--- src/rtl/frac_pkg.sv ---
// frac_pkg: constants, register map and state types for the reference
// selector and tuning controller. assumes a 100 MHz clock.
package frac_pkg;
  // register byte offsets
  localparam logic [7:0] ADDR_CFG = 8'h00;
  localparam logic [7:0] ADDR_TUNE = 8'h04;
  localparam logic [7:0] ADDR_STAT = 8'h08;
  localparam logic [7:0] ADDR_IRQ_STAT = 8'h0c;
  localparam logic [7:0] ADDR_IRQ_MASK = 8'h10;
  localparam logic [7:0] ADDR_PRESET = 8'h14;
  localparam logic [7:0] ADDR_RESIST = 8'h18;
  localparam logic [7:0] ADDR_KEYED = 8'h1c;
  // config field positions
  localparam int CFG_LOCAL_BIT = 0;
  localparam int CFG_ENTER_BIT = 1;
  localparam int CFG_REM_LSB = 4;
  localparam int CFG_REM_W = 4;
  localparam int REF_W = 16;
  // reset source codes and write limits
  localparam logic LOCAL_SRC_POT = 1'b0;
  localparam logic LOCAL_SRC_KEYPAD = 1'b1;
  localparam logic [3:0] REM_SRC_POT = 4'h0;
  localparam logic [3:0] REM_SRC_PRESET = 4'h1;
  localparam logic [3:0] REM_SRC_MAX = 4'h9;
  localparam logic [1:0] TUNE_MAX = 2'h2;
  // irq bits
  localparam int IRQ_DONE = 0;
  localparam int IRQ_CANCEL = 1;
  localparam int IRQ_ERR = 2;
  localparam int IRQ_W = 3;
  // timing
  localparam longint CLK_HZ = 100000000;
  localparam longint ROT_PHASE_S = 60;
  localparam longint STAT_PHASE_S = 20;
  localparam longint ROT_PHASE_CYC = ROT_PHASE_S * CLK_HZ;
  localparam longint STAT_PHASE_CYC = STAT_PHASE_S * CLK_HZ;
  localparam int TMR_W = 34;

  typedef enum logic [1:0] {
    TUNE_OFF = 2'b00,
    TUNE_ROT = 2'b01,
    TUNE_STAT = 2'b10
  } frac_tune_t;

  typedef enum logic [2:0] {
    ST_PROG = 3'b000,
    ST_READY = 3'b001,
    ST_HOLD = 3'b010,
    ST_SPIN = 3'b011,
    ST_ENERGISE = 3'b100
  } frac_state_t;
endpackage

--- src/rtl/frac_ctrl.sv ---
// frac_ctrl: reference source selection and autotuning mode control,
// with an axi4-lite register slave and one level interrupt.
// assumes keys, inputs and sources are synchronous to i_ref_clk; the
// analog measurement and constant arithmetic live outside this block.
//
// Added by the designer: the register addresses and the AXI4-Lite register port.
`timescale 1ns/1ps
module frac_ctrl
  import frac_pkg::*;
#(
  parameter bit POT_PANEL = 1'b0,
  parameter longint ROT_CYC = frac_pkg::ROT_PHASE_CYC,
  parameter longint STAT_CYC = frac_pkg::STAT_PHASE_CYC
) (
  input wire logic i_ref_clk,
  input wire logic i_rst,
  input wire logic i_ce,
  // axi4-lite slave
  input wire logic [7:0] s_axi_awaddr,
  input wire logic s_axi_awvalid,
  output logic s_axi_awready,
  input wire logic [31:0] s_axi_wdata,
  input wire logic [3:0] s_axi_wstrb,
  input wire logic s_axi_wvalid,
  output logic s_axi_wready,
  output logic [1:0] s_axi_bresp,
  output logic s_axi_bvalid,
  input wire logic s_axi_bready,
  input wire logic [7:0] s_axi_araddr,
  input wire logic s_axi_arvalid,
  output logic s_axi_arready,
  output logic [31:0] s_axi_rdata,
  output logic [1:0] s_axi_rresp,
  output logic s_axi_rvalid,
  input wire logic s_axi_rready,
  output logic o_irq,
  // panel
  input wire logic i_remote,
  input wire logic i_key_run,
  input wire logic i_key_stop,
  input wire logic i_display_key,
  input wire logic i_key_enter,
  input wire logic [frac_pkg::REF_W-1:0] i_key_value,
  input wire logic i_key_value_upd,
  output logic o_err_ind,
  output logic o_tuning,
  // sources
  input wire logic [frac_pkg::REF_W-1:0] i_pot,
  input wire logic [frac_pkg::REF_W-1:0] i_volt,
  input wire logic [frac_pkg::REF_W-1:0] i_cur420,
  input wire logic [frac_pkg::REF_W-1:0] i_cur020,
  input wire logic [frac_pkg::REF_W-1:0] i_pulse,
  input wire logic [frac_pkg::REF_W-1:0] i_comm,
  input wire logic [frac_pkg::REF_W-1:0] i_conn_volt,
  input wire logic [frac_pkg::REF_W-1:0] i_conn_cur,
  input wire logic [frac_pkg::REF_W-1:0] i_card,
  output logic [frac_pkg::REF_W-1:0] o_freq_ref,
  // multi-function io and measurement
  input wire logic [7:0] i_mf_in,
  output logic [7:0] o_mf_in_eff,
  input wire logic i_motor2_sel,
  input wire logic [7:0] i_mf_out_norm,
  output logic [7:0] o_mf_out,
  input wire logic [15:0] i_meas_resist,
  input wire logic i_meas_err,
  output logic o_motor_energise,
  output logic o_motor_rotate
);
  import frac_pkg::*;

  logic local_ref_source_sel;
  logic enter_commit_option;
  logic [3:0] remote_ref_source_sel;
  logic [REF_W-1:0] preset_freq_ref_one;
  logic [1:0] tuning_mode_sel;
  logic [15:0] winding_resistance_const;
  logic [15:0] resist_saved;
  logic [REF_W-1:0] keyed_ref;
  logic [IRQ_W-1:0] irq_stat;
  logic [IRQ_W-1:0] irq_mask;
  logic [7:0] mf_out_frozen;
  frac_state_t state;
  logic [TMR_W-1:0] tmr;
  logic aw_held;
  logic w_held;
  logic [7:0] aw_addr;
  logic [31:0] w_data;
  logic [3:0] w_strb;
  logic do_write;
  logic ev_done;
  logic ev_cancel;
  logic ev_err;
  logic busy;

  function automatic logic tmr_end(input logic [TMR_W-1:0] t, input longint lim);
    tmr_end = (t == TMR_W'(lim - 1));
  endfunction

  assign busy = (state == ST_HOLD) || (state == ST_SPIN) || (state == ST_ENERGISE);

  // write channel: address and data captured in either order
  // readies gated by the enable, so a frozen slave never shows a false handshake
  assign s_axi_awready = i_ce && !aw_held && !s_axi_bvalid;
  assign s_axi_wready = i_ce && !w_held && !s_axi_bvalid;
  assign do_write = aw_held && w_held && !s_axi_bvalid;
  always_ff @(posedge i_ref_clk) begin
    if (i_rst) begin
      aw_held <= 1'b0;
      w_held <= 1'b0;
      aw_addr <= '0;
      w_data <= '0;
      w_strb <= '0;
      s_axi_bvalid <= 1'b0;
    end else if (i_ce) begin
      if (s_axi_awvalid && s_axi_awready) begin
        aw_held <= 1'b1;
        aw_addr <= s_axi_awaddr;
      end
      if (s_axi_wvalid && s_axi_wready) begin
        w_held <= 1'b1;
        w_data <= s_axi_wdata;
        w_strb <= s_axi_wstrb;
      end
      if (do_write) begin
        aw_held <= 1'b0;
        w_held <= 1'b0;
        s_axi_bvalid <= 1'b1;
      end else if (s_axi_bready) begin
        s_axi_bvalid <= 1'b0;
      end
    end
  end
  assign s_axi_bresp = 2'b00;

  // read channel: one cycle latency, unmapped reads return zero
  assign s_axi_arready = i_ce && !s_axi_rvalid;
  assign s_axi_rresp = 2'b00;
  always_ff @(posedge i_ref_clk) begin
    if (i_rst) begin
      s_axi_rvalid <= 1'b0;
      s_axi_rdata <= '0;
    end else if (i_ce) begin
      if (s_axi_arvalid && s_axi_arready) begin
        s_axi_rvalid <= 1'b1;
        case (s_axi_araddr)
          ADDR_CFG: s_axi_rdata <= {24'h0, remote_ref_source_sel, 2'b00,
                                    enter_commit_option, local_ref_source_sel};
          ADDR_TUNE: s_axi_rdata <= {30'h0, tuning_mode_sel};
          ADDR_STAT: s_axi_rdata <= {27'h0, i_motor2_sel, busy, state};
          ADDR_IRQ_STAT: s_axi_rdata <= {29'h0, irq_stat};
          ADDR_IRQ_MASK: s_axi_rdata <= {29'h0, irq_mask};
          ADDR_PRESET: s_axi_rdata <= {16'h0, preset_freq_ref_one};
          ADDR_RESIST: s_axi_rdata <= {16'h0, winding_resistance_const};
          ADDR_KEYED: s_axi_rdata <= {16'h0, keyed_ref};
          default: s_axi_rdata <= '0;
        endcase
      end else if (s_axi_rready) begin
        s_axi_rvalid <= 1'b0;
      end
    end
  end

  // source selections; locked while tuning so the reference cannot jump
  always_ff @(posedge i_ref_clk) begin
    if (i_rst) begin
      local_ref_source_sel <= POT_PANEL ? LOCAL_SRC_POT : LOCAL_SRC_KEYPAD;
      remote_ref_source_sel <= POT_PANEL ? REM_SRC_POT : REM_SRC_PRESET;
      enter_commit_option <= 1'b0;
      preset_freq_ref_one <= '0;
      irq_mask <= '0;
    end else if (i_ce && do_write && w_strb[0]) begin
      if (aw_addr == ADDR_CFG && !busy) begin
        local_ref_source_sel <= w_data[CFG_LOCAL_BIT];
        enter_commit_option <= w_data[CFG_ENTER_BIT];
        if (w_data[CFG_REM_LSB +: CFG_REM_W] <= REM_SRC_MAX) begin
          remote_ref_source_sel <= w_data[CFG_REM_LSB +: CFG_REM_W];
        end
      end
      if (aw_addr == ADDR_IRQ_MASK) begin
        irq_mask <= w_data[IRQ_W-1:0];
      end
      if (aw_addr == ADDR_PRESET) begin
        preset_freq_ref_one <= w_data[REF_W-1:0];
      end
    end
  end

  // keyed value: enter commits, or immediate when the option is set
  always_ff @(posedge i_ref_clk) begin
    if (i_rst) begin
      keyed_ref <= '0;
    end else if (i_ce && state == ST_PROG && i_key_value_upd) begin
      if (enter_commit_option || i_key_enter) begin
        keyed_ref <= i_key_value;
      end
    end
  end

  // tuning mode: refused while busy or while motor 2 is selected
  always_ff @(posedge i_ref_clk) begin
    if (i_rst) begin
      tuning_mode_sel <= TUNE_OFF;
    end else if (i_ce && do_write && w_strb[0] && aw_addr == ADDR_TUNE) begin
      if (!busy && !i_motor2_sel && w_data[1:0] <= TUNE_MAX) begin
        tuning_mode_sel <= w_data[1:0];
      end
    end
  end
  assign ev_err = i_ce && do_write && w_strb[0] && aw_addr == ADDR_TUNE &&
                  (i_motor2_sel || w_data[1:0] > TUNE_MAX);

  // tuning sequencer; only run, display and stop keys act here
  always_ff @(posedge i_ref_clk) begin
    if (i_rst) begin
      state <= ST_PROG;
      tmr <= '0;
    end else if (i_ce) begin
      case (state)
        ST_PROG: begin
          if (i_display_key && tuning_mode_sel != TUNE_OFF && !i_motor2_sel) begin
            state <= ST_READY;
          end
        end
        ST_READY: begin
          tmr <= '0;
          if (i_key_stop || i_display_key) begin
            state <= ST_PROG;
          end else if (i_key_run) begin
            state <= (tuning_mode_sel == TUNE_ROT) ? ST_HOLD : ST_ENERGISE;
          end
        end
        ST_HOLD: begin
          tmr <= tmr + 1'b1;
          if (i_key_stop || i_meas_err) begin
            state <= ST_READY;
          end else if (tmr_end(tmr, ROT_CYC)) begin
            tmr <= '0;
            state <= ST_SPIN;
          end
        end
        ST_SPIN: begin
          tmr <= tmr + 1'b1;
          if (i_key_stop || i_meas_err || tmr_end(tmr, ROT_CYC)) begin
            state <= ST_READY;
          end
        end
        ST_ENERGISE: begin
          tmr <= tmr + 1'b1;
          if (i_key_stop || i_meas_err || tmr_end(tmr, STAT_CYC)) begin
            state <= ST_READY;
          end
        end
        default: state <= ST_PROG;
      endcase
    end
  end

  assign ev_cancel = i_ce && busy && (i_key_stop || i_meas_err);
  assign ev_done = i_ce && !ev_cancel &&
                   ((state == ST_SPIN && tmr_end(tmr, ROT_CYC)) ||
                    (state == ST_ENERGISE && tmr_end(tmr, STAT_CYC)));

  // resistance constant: saved at start, stored at end, restored on cancel
  always_ff @(posedge i_ref_clk) begin
    if (i_rst) begin
      winding_resistance_const <= '0;
      resist_saved <= '0;
    end else if (i_ce) begin
      if (state == ST_READY && i_key_run && !i_key_stop && !i_display_key) begin
        resist_saved <= winding_resistance_const;
      end
      if (busy) begin
        winding_resistance_const <= i_meas_resist; // tracked live while measuring
      end
      if (ev_done) begin
        winding_resistance_const <= i_meas_resist;
      end else if (ev_cancel) begin
        winding_resistance_const <= resist_saved;
      end else if (!busy && do_write && w_strb[0] && aw_addr == ADDR_RESIST) begin
        winding_resistance_const <= w_data[15:0];
      end
    end
  end

  // sticky interrupt flags; set beats a same-cycle write-one clear
  always_ff @(posedge i_ref_clk) begin
    if (i_rst) begin
      irq_stat <= '0;
      o_err_ind <= 1'b0;
    end else if (i_ce) begin
      if (do_write && w_strb[0] && aw_addr == ADDR_IRQ_STAT) begin
        irq_stat <= irq_stat & ~w_data[IRQ_W-1:0];
      end
      if (ev_done) irq_stat[IRQ_DONE] <= 1'b1;
      if (ev_cancel) irq_stat[IRQ_CANCEL] <= 1'b1;
      if (ev_err) irq_stat[IRQ_ERR] <= 1'b1;
      if (ev_err) begin
        o_err_ind <= 1'b1;
      end else if (state != ST_PROG || (do_write && aw_addr == ADDR_TUNE)) begin
        o_err_ind <= 1'b0;
      end
    end
  end
  assign o_irq = |(irq_stat & irq_mask);

  // multi-function io; stationary freezes outputs at their start value
  always_ff @(posedge i_ref_clk) begin
    if (i_rst) begin
      mf_out_frozen <= '0;
      o_mf_out <= '0;
      o_mf_in_eff <= '0;
    end else if (i_ce) begin
      if (!busy) mf_out_frozen <= i_mf_out_norm;
      o_mf_out <= (state == ST_ENERGISE) ? mf_out_frozen : i_mf_out_norm;
      o_mf_in_eff <= busy ? 8'h00 : i_mf_in;
    end
  end

  assign o_tuning = busy;
  assign o_motor_energise = busy;
  assign o_motor_rotate = (state == ST_SPIN);

  frac_ref_mux u_mux (
    .i_ref_clk(i_ref_clk),
    .i_rst(i_rst),
    .i_ce(i_ce),
    .i_remote(i_remote),
    .i_local_src(local_ref_source_sel),
    .i_remote_src(remote_ref_source_sel),
    .i_pot(i_pot),
    .i_keyed(keyed_ref),
    .i_preset(preset_freq_ref_one),
    .i_volt(i_volt),
    .i_cur420(i_cur420),
    .i_cur020(i_cur020),
    .i_pulse(i_pulse),
    .i_comm(i_comm),
    .i_conn_volt(i_conn_volt),
    .i_conn_cur(i_conn_cur),
    .i_card(i_card),
    .o_ref(o_freq_ref)
  );

  a_no_tune_m2: assert property (@(posedge i_ref_clk) disable iff (i_rst)
    (i_ce && state == ST_PROG && i_motor2_sel) |=> state == ST_PROG)
    else $error("tuning entered with motor 2");
  a_tune_mode_kept: assert property (@(posedge i_ref_clk) disable iff (i_rst)
    (i_ce && do_write && w_strb[0] && aw_addr == ADDR_TUNE && i_motor2_sel)
    |=> $stable(tuning_mode_sel) && o_err_ind) else $error("mode changed under motor 2");
  a_inputs_masked: assert property (@(posedge i_ref_clk) disable iff (i_rst)
    (i_ce && busy) |=> o_mf_in_eff == 8'h00) else $error("inputs passed while tuning");
  a_outputs_frozen: assert property (@(posedge i_ref_clk) disable iff (i_rst)
    (i_ce && state == ST_ENERGISE) |=> o_mf_out == $past(mf_out_frozen))
    else $error("outputs not frozen");
  a_cancel_restore: assert property (@(posedge i_ref_clk) disable iff (i_rst)
    ev_cancel |=> winding_resistance_const == $past(resist_saved) && state == ST_READY)
    else $error("constant not restored");
  a_cfg_locked: assert property (@(posedge i_ref_clk) disable iff (i_rst)
    (busy && i_ce) |=> $stable(remote_ref_source_sel) && $stable(local_ref_source_sel))
    else $error("selection changed while tuning");
  a_hold_to_spin: assert property (@(posedge i_ref_clk) disable iff (i_rst)
    (i_ce && state == ST_HOLD && !i_key_stop && !i_meas_err && tmr_end(tmr, ROT_CYC))
    |=> state == ST_SPIN && o_motor_rotate) else $error("hold phase did not end");
  a_stat_done: assert property (@(posedge i_ref_clk) disable iff (i_rst)
    (i_ce && state == ST_ENERGISE && !i_key_stop && !i_meas_err && tmr_end(tmr, STAT_CYC))
    |=> state == ST_READY && irq_stat[IRQ_DONE]) else $error("stationary did not end");
  a_keyed_commit: assert property (@(posedge i_ref_clk) disable iff (i_rst)
    (i_ce && state == ST_PROG && i_key_value_upd && !i_key_enter && !enter_commit_option)
    |=> $stable(keyed_ref)) else $error("value taken without enter");
  a_local_sel: assert property (@(posedge i_ref_clk) disable iff (i_rst)
    (i_ce && !i_remote && local_ref_source_sel == LOCAL_SRC_POT) |=> o_freq_ref == $past(i_pot))
    else $error("local pot not routed");
endmodule

--- src/rtl/frac_ref_mux.sv ---
// frac_ref_mux: registered frequency reference selector.
// assumes all source inputs are synchronous to i_ref_clk.
`timescale 1ns/1ps
module frac_ref_mux
  import frac_pkg::*;
(
  input wire logic i_ref_clk,
  input wire logic i_rst,
  input wire logic i_ce,
  input wire logic i_remote,
  input wire logic i_local_src,
  input wire logic [3:0] i_remote_src,
  input wire logic [frac_pkg::REF_W-1:0] i_pot,
  input wire logic [frac_pkg::REF_W-1:0] i_keyed,
  input wire logic [frac_pkg::REF_W-1:0] i_preset,
  input wire logic [frac_pkg::REF_W-1:0] i_volt,
  input wire logic [frac_pkg::REF_W-1:0] i_cur420,
  input wire logic [frac_pkg::REF_W-1:0] i_cur020,
  input wire logic [frac_pkg::REF_W-1:0] i_pulse,
  input wire logic [frac_pkg::REF_W-1:0] i_comm,
  input wire logic [frac_pkg::REF_W-1:0] i_conn_volt,
  input wire logic [frac_pkg::REF_W-1:0] i_conn_cur,
  input wire logic [frac_pkg::REF_W-1:0] i_card,
  output logic [frac_pkg::REF_W-1:0] o_ref
);
  import frac_pkg::*;
  logic [REF_W-1:0] next_ref;

  // one flat choice, so no intermediate source appears on mode change
  always_comb begin
    next_ref = '0;
    if (!i_remote) begin
      next_ref = (i_local_src == LOCAL_SRC_POT) ? i_pot : i_keyed;
    end else begin
      case (i_remote_src)
        4'h0: next_ref = i_pot;
        4'h1: next_ref = i_preset;
        4'h2: next_ref = i_volt;
        4'h3: next_ref = i_cur420;
        4'h4: next_ref = i_cur020;
        4'h5: next_ref = i_pulse;
        4'h6: next_ref = i_comm;
        4'h7: next_ref = i_conn_volt;
        4'h8: next_ref = i_conn_cur;
        4'h9: next_ref = i_card;
        default: next_ref = '0;
      endcase
    end
  end

  // registered output switches the cycle after the mode changes
  always_ff @(posedge i_ref_clk) begin
    if (i_rst) begin
      o_ref <= '0;
    end else if (i_ce) begin
      o_ref <= next_ref;
    end
  end

  a_ref_follow: assert property (@(posedge i_ref_clk) disable iff (i_rst)
    i_ce |=> o_ref == $past(next_ref)) else $error("reference did not follow");
endmodule

--- config.mk ---
export PLATFORM = sky130hd
export DESIGN_NAME = frac_ctrl
export DESIGN_NICKNAME = d
export VERILOG_FILES = /design/src/rtl/frac_pkg.sv /design/src/rtl/frac_ctrl.sv /design/src/rtl/frac_ref_mux.sv
export SDC_FILE = /design/constraint.sdc
export NUM_CORES = 1
export LEC_CHECK = 0
export BUFFER_PORTS_ARGS = -buffer_cell sky130_fd_sc_hd__buf_4
export CAP_MARGIN = 5
export CORE_MARGIN = 2
export CORE_UTILIZATION = 48
export CTS_BUF_LIST = sky130_fd_sc_hd__clkbuf_2 sky130_fd_sc_hd__clkbuf_4 sky130_fd_sc_hd__clkbuf_8
export DETAILED_ROUTE_END_ITERATION = 7
export HOLD_SLACK_MARGIN = 0.12
export PLACE_DENSITY = 0.83
export SETUP_SLACK_MARGIN = 0.2
export SLEW_MARGIN = 20
export SYNTH_ARGS = -nofsm -noshare
export SYNTH_HDL_FRONTEND = slang
export SYNTH_HIERARCHICAL = 1
export SYNTH_SLANG_ARGS = --single-unit
--- constraint.sdc ---
create_clock -name i_ref_clk -period 2 [get_ports i_ref_clk]
set_input_delay 0.2 -clock i_ref_clk [delete_from_list [all_inputs] [get_ports i_ref_clk]]
set_output_delay 0.2 -clock i_ref_clk [all_outputs]
set_load 0.05 [all_outputs]
==> metrics.md <==
| Metric | Value |
|---|---|
| Status | finished, violations left |
| Failing checks | setup timing |
| Rows | 54 |
| Cell variety after synth | 89 |
| Critical path cell sequence | nand4b_1 > o311ai_1 > o2111ai_2 > a211o_1 > or3_1 > a21oi_1 |
| Setup TNS | -640 ps |
| Syn. warnings | 6 |
| Setup WS post-layout | -239 ps |
| Core area | 21600 sq um |
| Fmax | 447 MHz |
| Worst Tran Pin Value | 801 ps |
| Pwr per Cell Area | 597 nW/um^2 |
| Placed inst area | 13600 sq um |
| Fin. max-slew vios | 0 |
| Top cells by count, synth | nand2_1, dfxtp_1, a21oi_1 |
| Final Hold Fails | 0 |
| Mean area per synthesized cell | 8.10 sq um |
| Mapped cell area | 10500 sq um |
| Total congestion overflow | 0 |
| Slew headroom | 46.5% |
| Sequential share of the synthesized area | 38.3% |
| Initial antenna violation count | 3 |
| Critical Path Start Type | register |
| TritonCTS clock tree | built |
| Critical path capture point type | register |
| CTS Sinks | 201 |
| Post-detailed-route wirelength per cell | 22.8 um |
| Clock skew | 13.1 ps |
| # DRC | 0 |
| Root buf cell | clkbuf_8 |
| Die Y-Extent | 152 um |
| Die X | 152 um |
| Max IR drop VDD | 0.613 mV |
| Synth top area share | 38.3% |
| Post-DP HPWL | 29700 um |
| Cell taking the most area after synthesis | dfxtp_1 |
| Total routed wirelength | 48000 um |
| Most instantiated library cell after synthesis | nand2_1 |
| Post-synth top flop | dfxtp_1 |
| PortBufs | 298 |
| Critical Path AT | 2740 ps |
| Vias per cell | 6.17 |
| Unrepaired setup endpoints after global routing | true |
| First DRT Iteration DRCs | 1590 |
| Mapped Cells | 1298 |
| Crit-path slowest cell | o311ai_1 |
| GRT Util Overall | 36.4% |
| H-tree Lvls | 1 |
| RD Place Congestion | 0.946 |
| Fraction of layout instances using a drive strength above 1 | 36.6% |
| Number of synthesized flops with an enable pin | 0 |
| Die area | 23100 sq um |
| Crit Path Class | reg -> reg |
| Tcrit/Tclk final | 112% |
| Vias | 13000 |
| # setup viols final | 4 |
| CP max FO | 3 |
| Nets | 2056 |
| Number of global-route vias before repair | 12700 |
| Initial Utilization | 48.6% |
| Lkg Pwr | 0.00688 uW |
| Crit-path max cell delay | 570 ps |
| Final Cell Area | 16800 sq um |
| Worst Path Required | 2500 ps |
| Share of flip-flops with an asynchronous set or reset | 0% |
| Worst Hold Class | in -> reg |
| Clk pin slew, worst setup/hold paths | 70 ps |
| Clk_lat worst skew | 580 ps |
| Drt pass-1 iters | 6 |
| Synthesized flop and latch total | 201 |
| Ports | 338 |
| Final core utilization | 77.7% |
| Min Tclk post-route | 2240 ps |
| DRT antenna net count | 0 |
| First-pass GRT wire length | 68100 um |
| Clock buffer depth | 3 |
| Max Cap Viol | 0 |
| Most area-consuming cells after synthesis | dfxtp_1, nand2_1, mux2i_1, a21oi_1, nor2_1 |
| CTS buffer count | 31 |
| Largest net degree at the start of global routing | 68 |
| Area growth syn-to-layout | 59.8% |
-- sequential cells by signal, indices dropped and copies added, names as in the netlist, 2 cells and up --
signal                    flops
aw_addr                       8
irq_mask                      3
irq_stat                      3
keyed_ref                    16
mf_out_frozen                 8
o_mf_in_eff                   8
o_mf_out                      8
preset_freq_ref_one          16
remote_ref_source_sel         4
resist_saved                 16
s_axi_rdata                  16
state                         3
tmr                          34
tuning_mode_sel               2
u_mux/o_ref                  16
w_data                       16
winding_resistance_const     16
-- kinds of logic (layout without fill, tap and decap cells) --
kind of cell / Yosys count / in the layout / synth area share, %
compound gates: 319 / 319 / 20.4
xor+xnor: 31 / 31 / 2.58
simple gates: 543 / 544 / 24.4
buf+inv: 124 / 626 / 6.11
mux: 78 / 78 / 8.05
other cells: 1 / 23 / 0.0357
flops: 201 / 201 / 38.3
fa+ha+maj: 1 / 1 / 0.119
-- area by class of cell --
| cell class | instances | area [sq um] |
|---|---|---|
| fill | 1296 | 4830 |
| sequential | 201 | 4060 |
| clock buffer | 53 | 686 |
| tap | 280 | 350 |
| inverter | 7 | 31.3 |
| multi-input combinational | 993 | 6750 |
| clock inverter | 5 | 77.6 |
| antenna | 3 | 7.51 |
| timing repair buffer | 561 | 4830 |
-- timing repair --
item                                    in CTS  in global routing
cloned                                       2                  1
hold endpoints to repair                   114                  0
hold buffers                               125                  0
buffers inserted                            13                 23
gates resized for setup                    101                 92
endpoints found under the setup margin      96                107
pin swaps                                   40                 44
-- final timing paths --
kind	startpoint	endpoint	slack, ps	cells after the start
setup / recovery	tmr[23]	state[2]	-240	6
hold / removal	i_volt[8]	u_mux/o_ref[8]	130	5
setup reg to reg	tmr[23]	state[2]	-240	6
hold reg to reg	mf_out_frozen[1]	mf_out_frozen[1]	460	2
-- routing by layer --
layer  vias to the layer above  part of all wire [%]  track usage [%]
met1                      6089                    33             40.1
li1                       5592                     -                -
met5                         -                     0                0
met3                       298                   9.7             6.22
met4                         0                   8.6             23.1
met2                      1000                    48             65.1
-- power by group --
group | leakage [uW] | internal (uW) | switching (uW)
clock network | 0.000399 | 2410 | 1720
logic | 0.00485 | 795 | 903
registers | 0.00164 | 4090 | 106
total | 0.00688 | 7300 | 2730
-- critical path, delay by kind of cell, from the launching register on --
kind            cells  cell delay (ps)
compound gates      4             1290
flops               1              330
simple gates        2              560
-- per-stage QoR --
step / setup WS, ps / power (uW) / hold WS (ps) / cells
CTS: -12.8 / 9860 / 122 / 2076
detailed placement: -73.0 / 5600 / 447 / 1878
floorplan: 11.2 / 4960 / 336 / 1317
finish: -239 / 10000 / 134 / 2103
global placement: -35.1 / 5580 / 441 / 1878
global route: -253 / 10300 / 139 / 2103
-- layout by cell type, fill, tap and decap left out, types with 12 or more instances in the layout --
master	n
nand2b_1	26
a21oi_1	120
xor2_1	24
nand3_1	29
buf_6	23
o32ai_2	15
nor2_1	102
o21ai_0	26
buf_4	393
dfxtp_1	186
mux2_2	12
clkbuf_8	46
o221ai_1	13
dlygate4sd3_1	125
mux2i_1	60
conb_1	20
a22oi_1	36
nand2_1	247
Power figures use the tool's default switching activity.
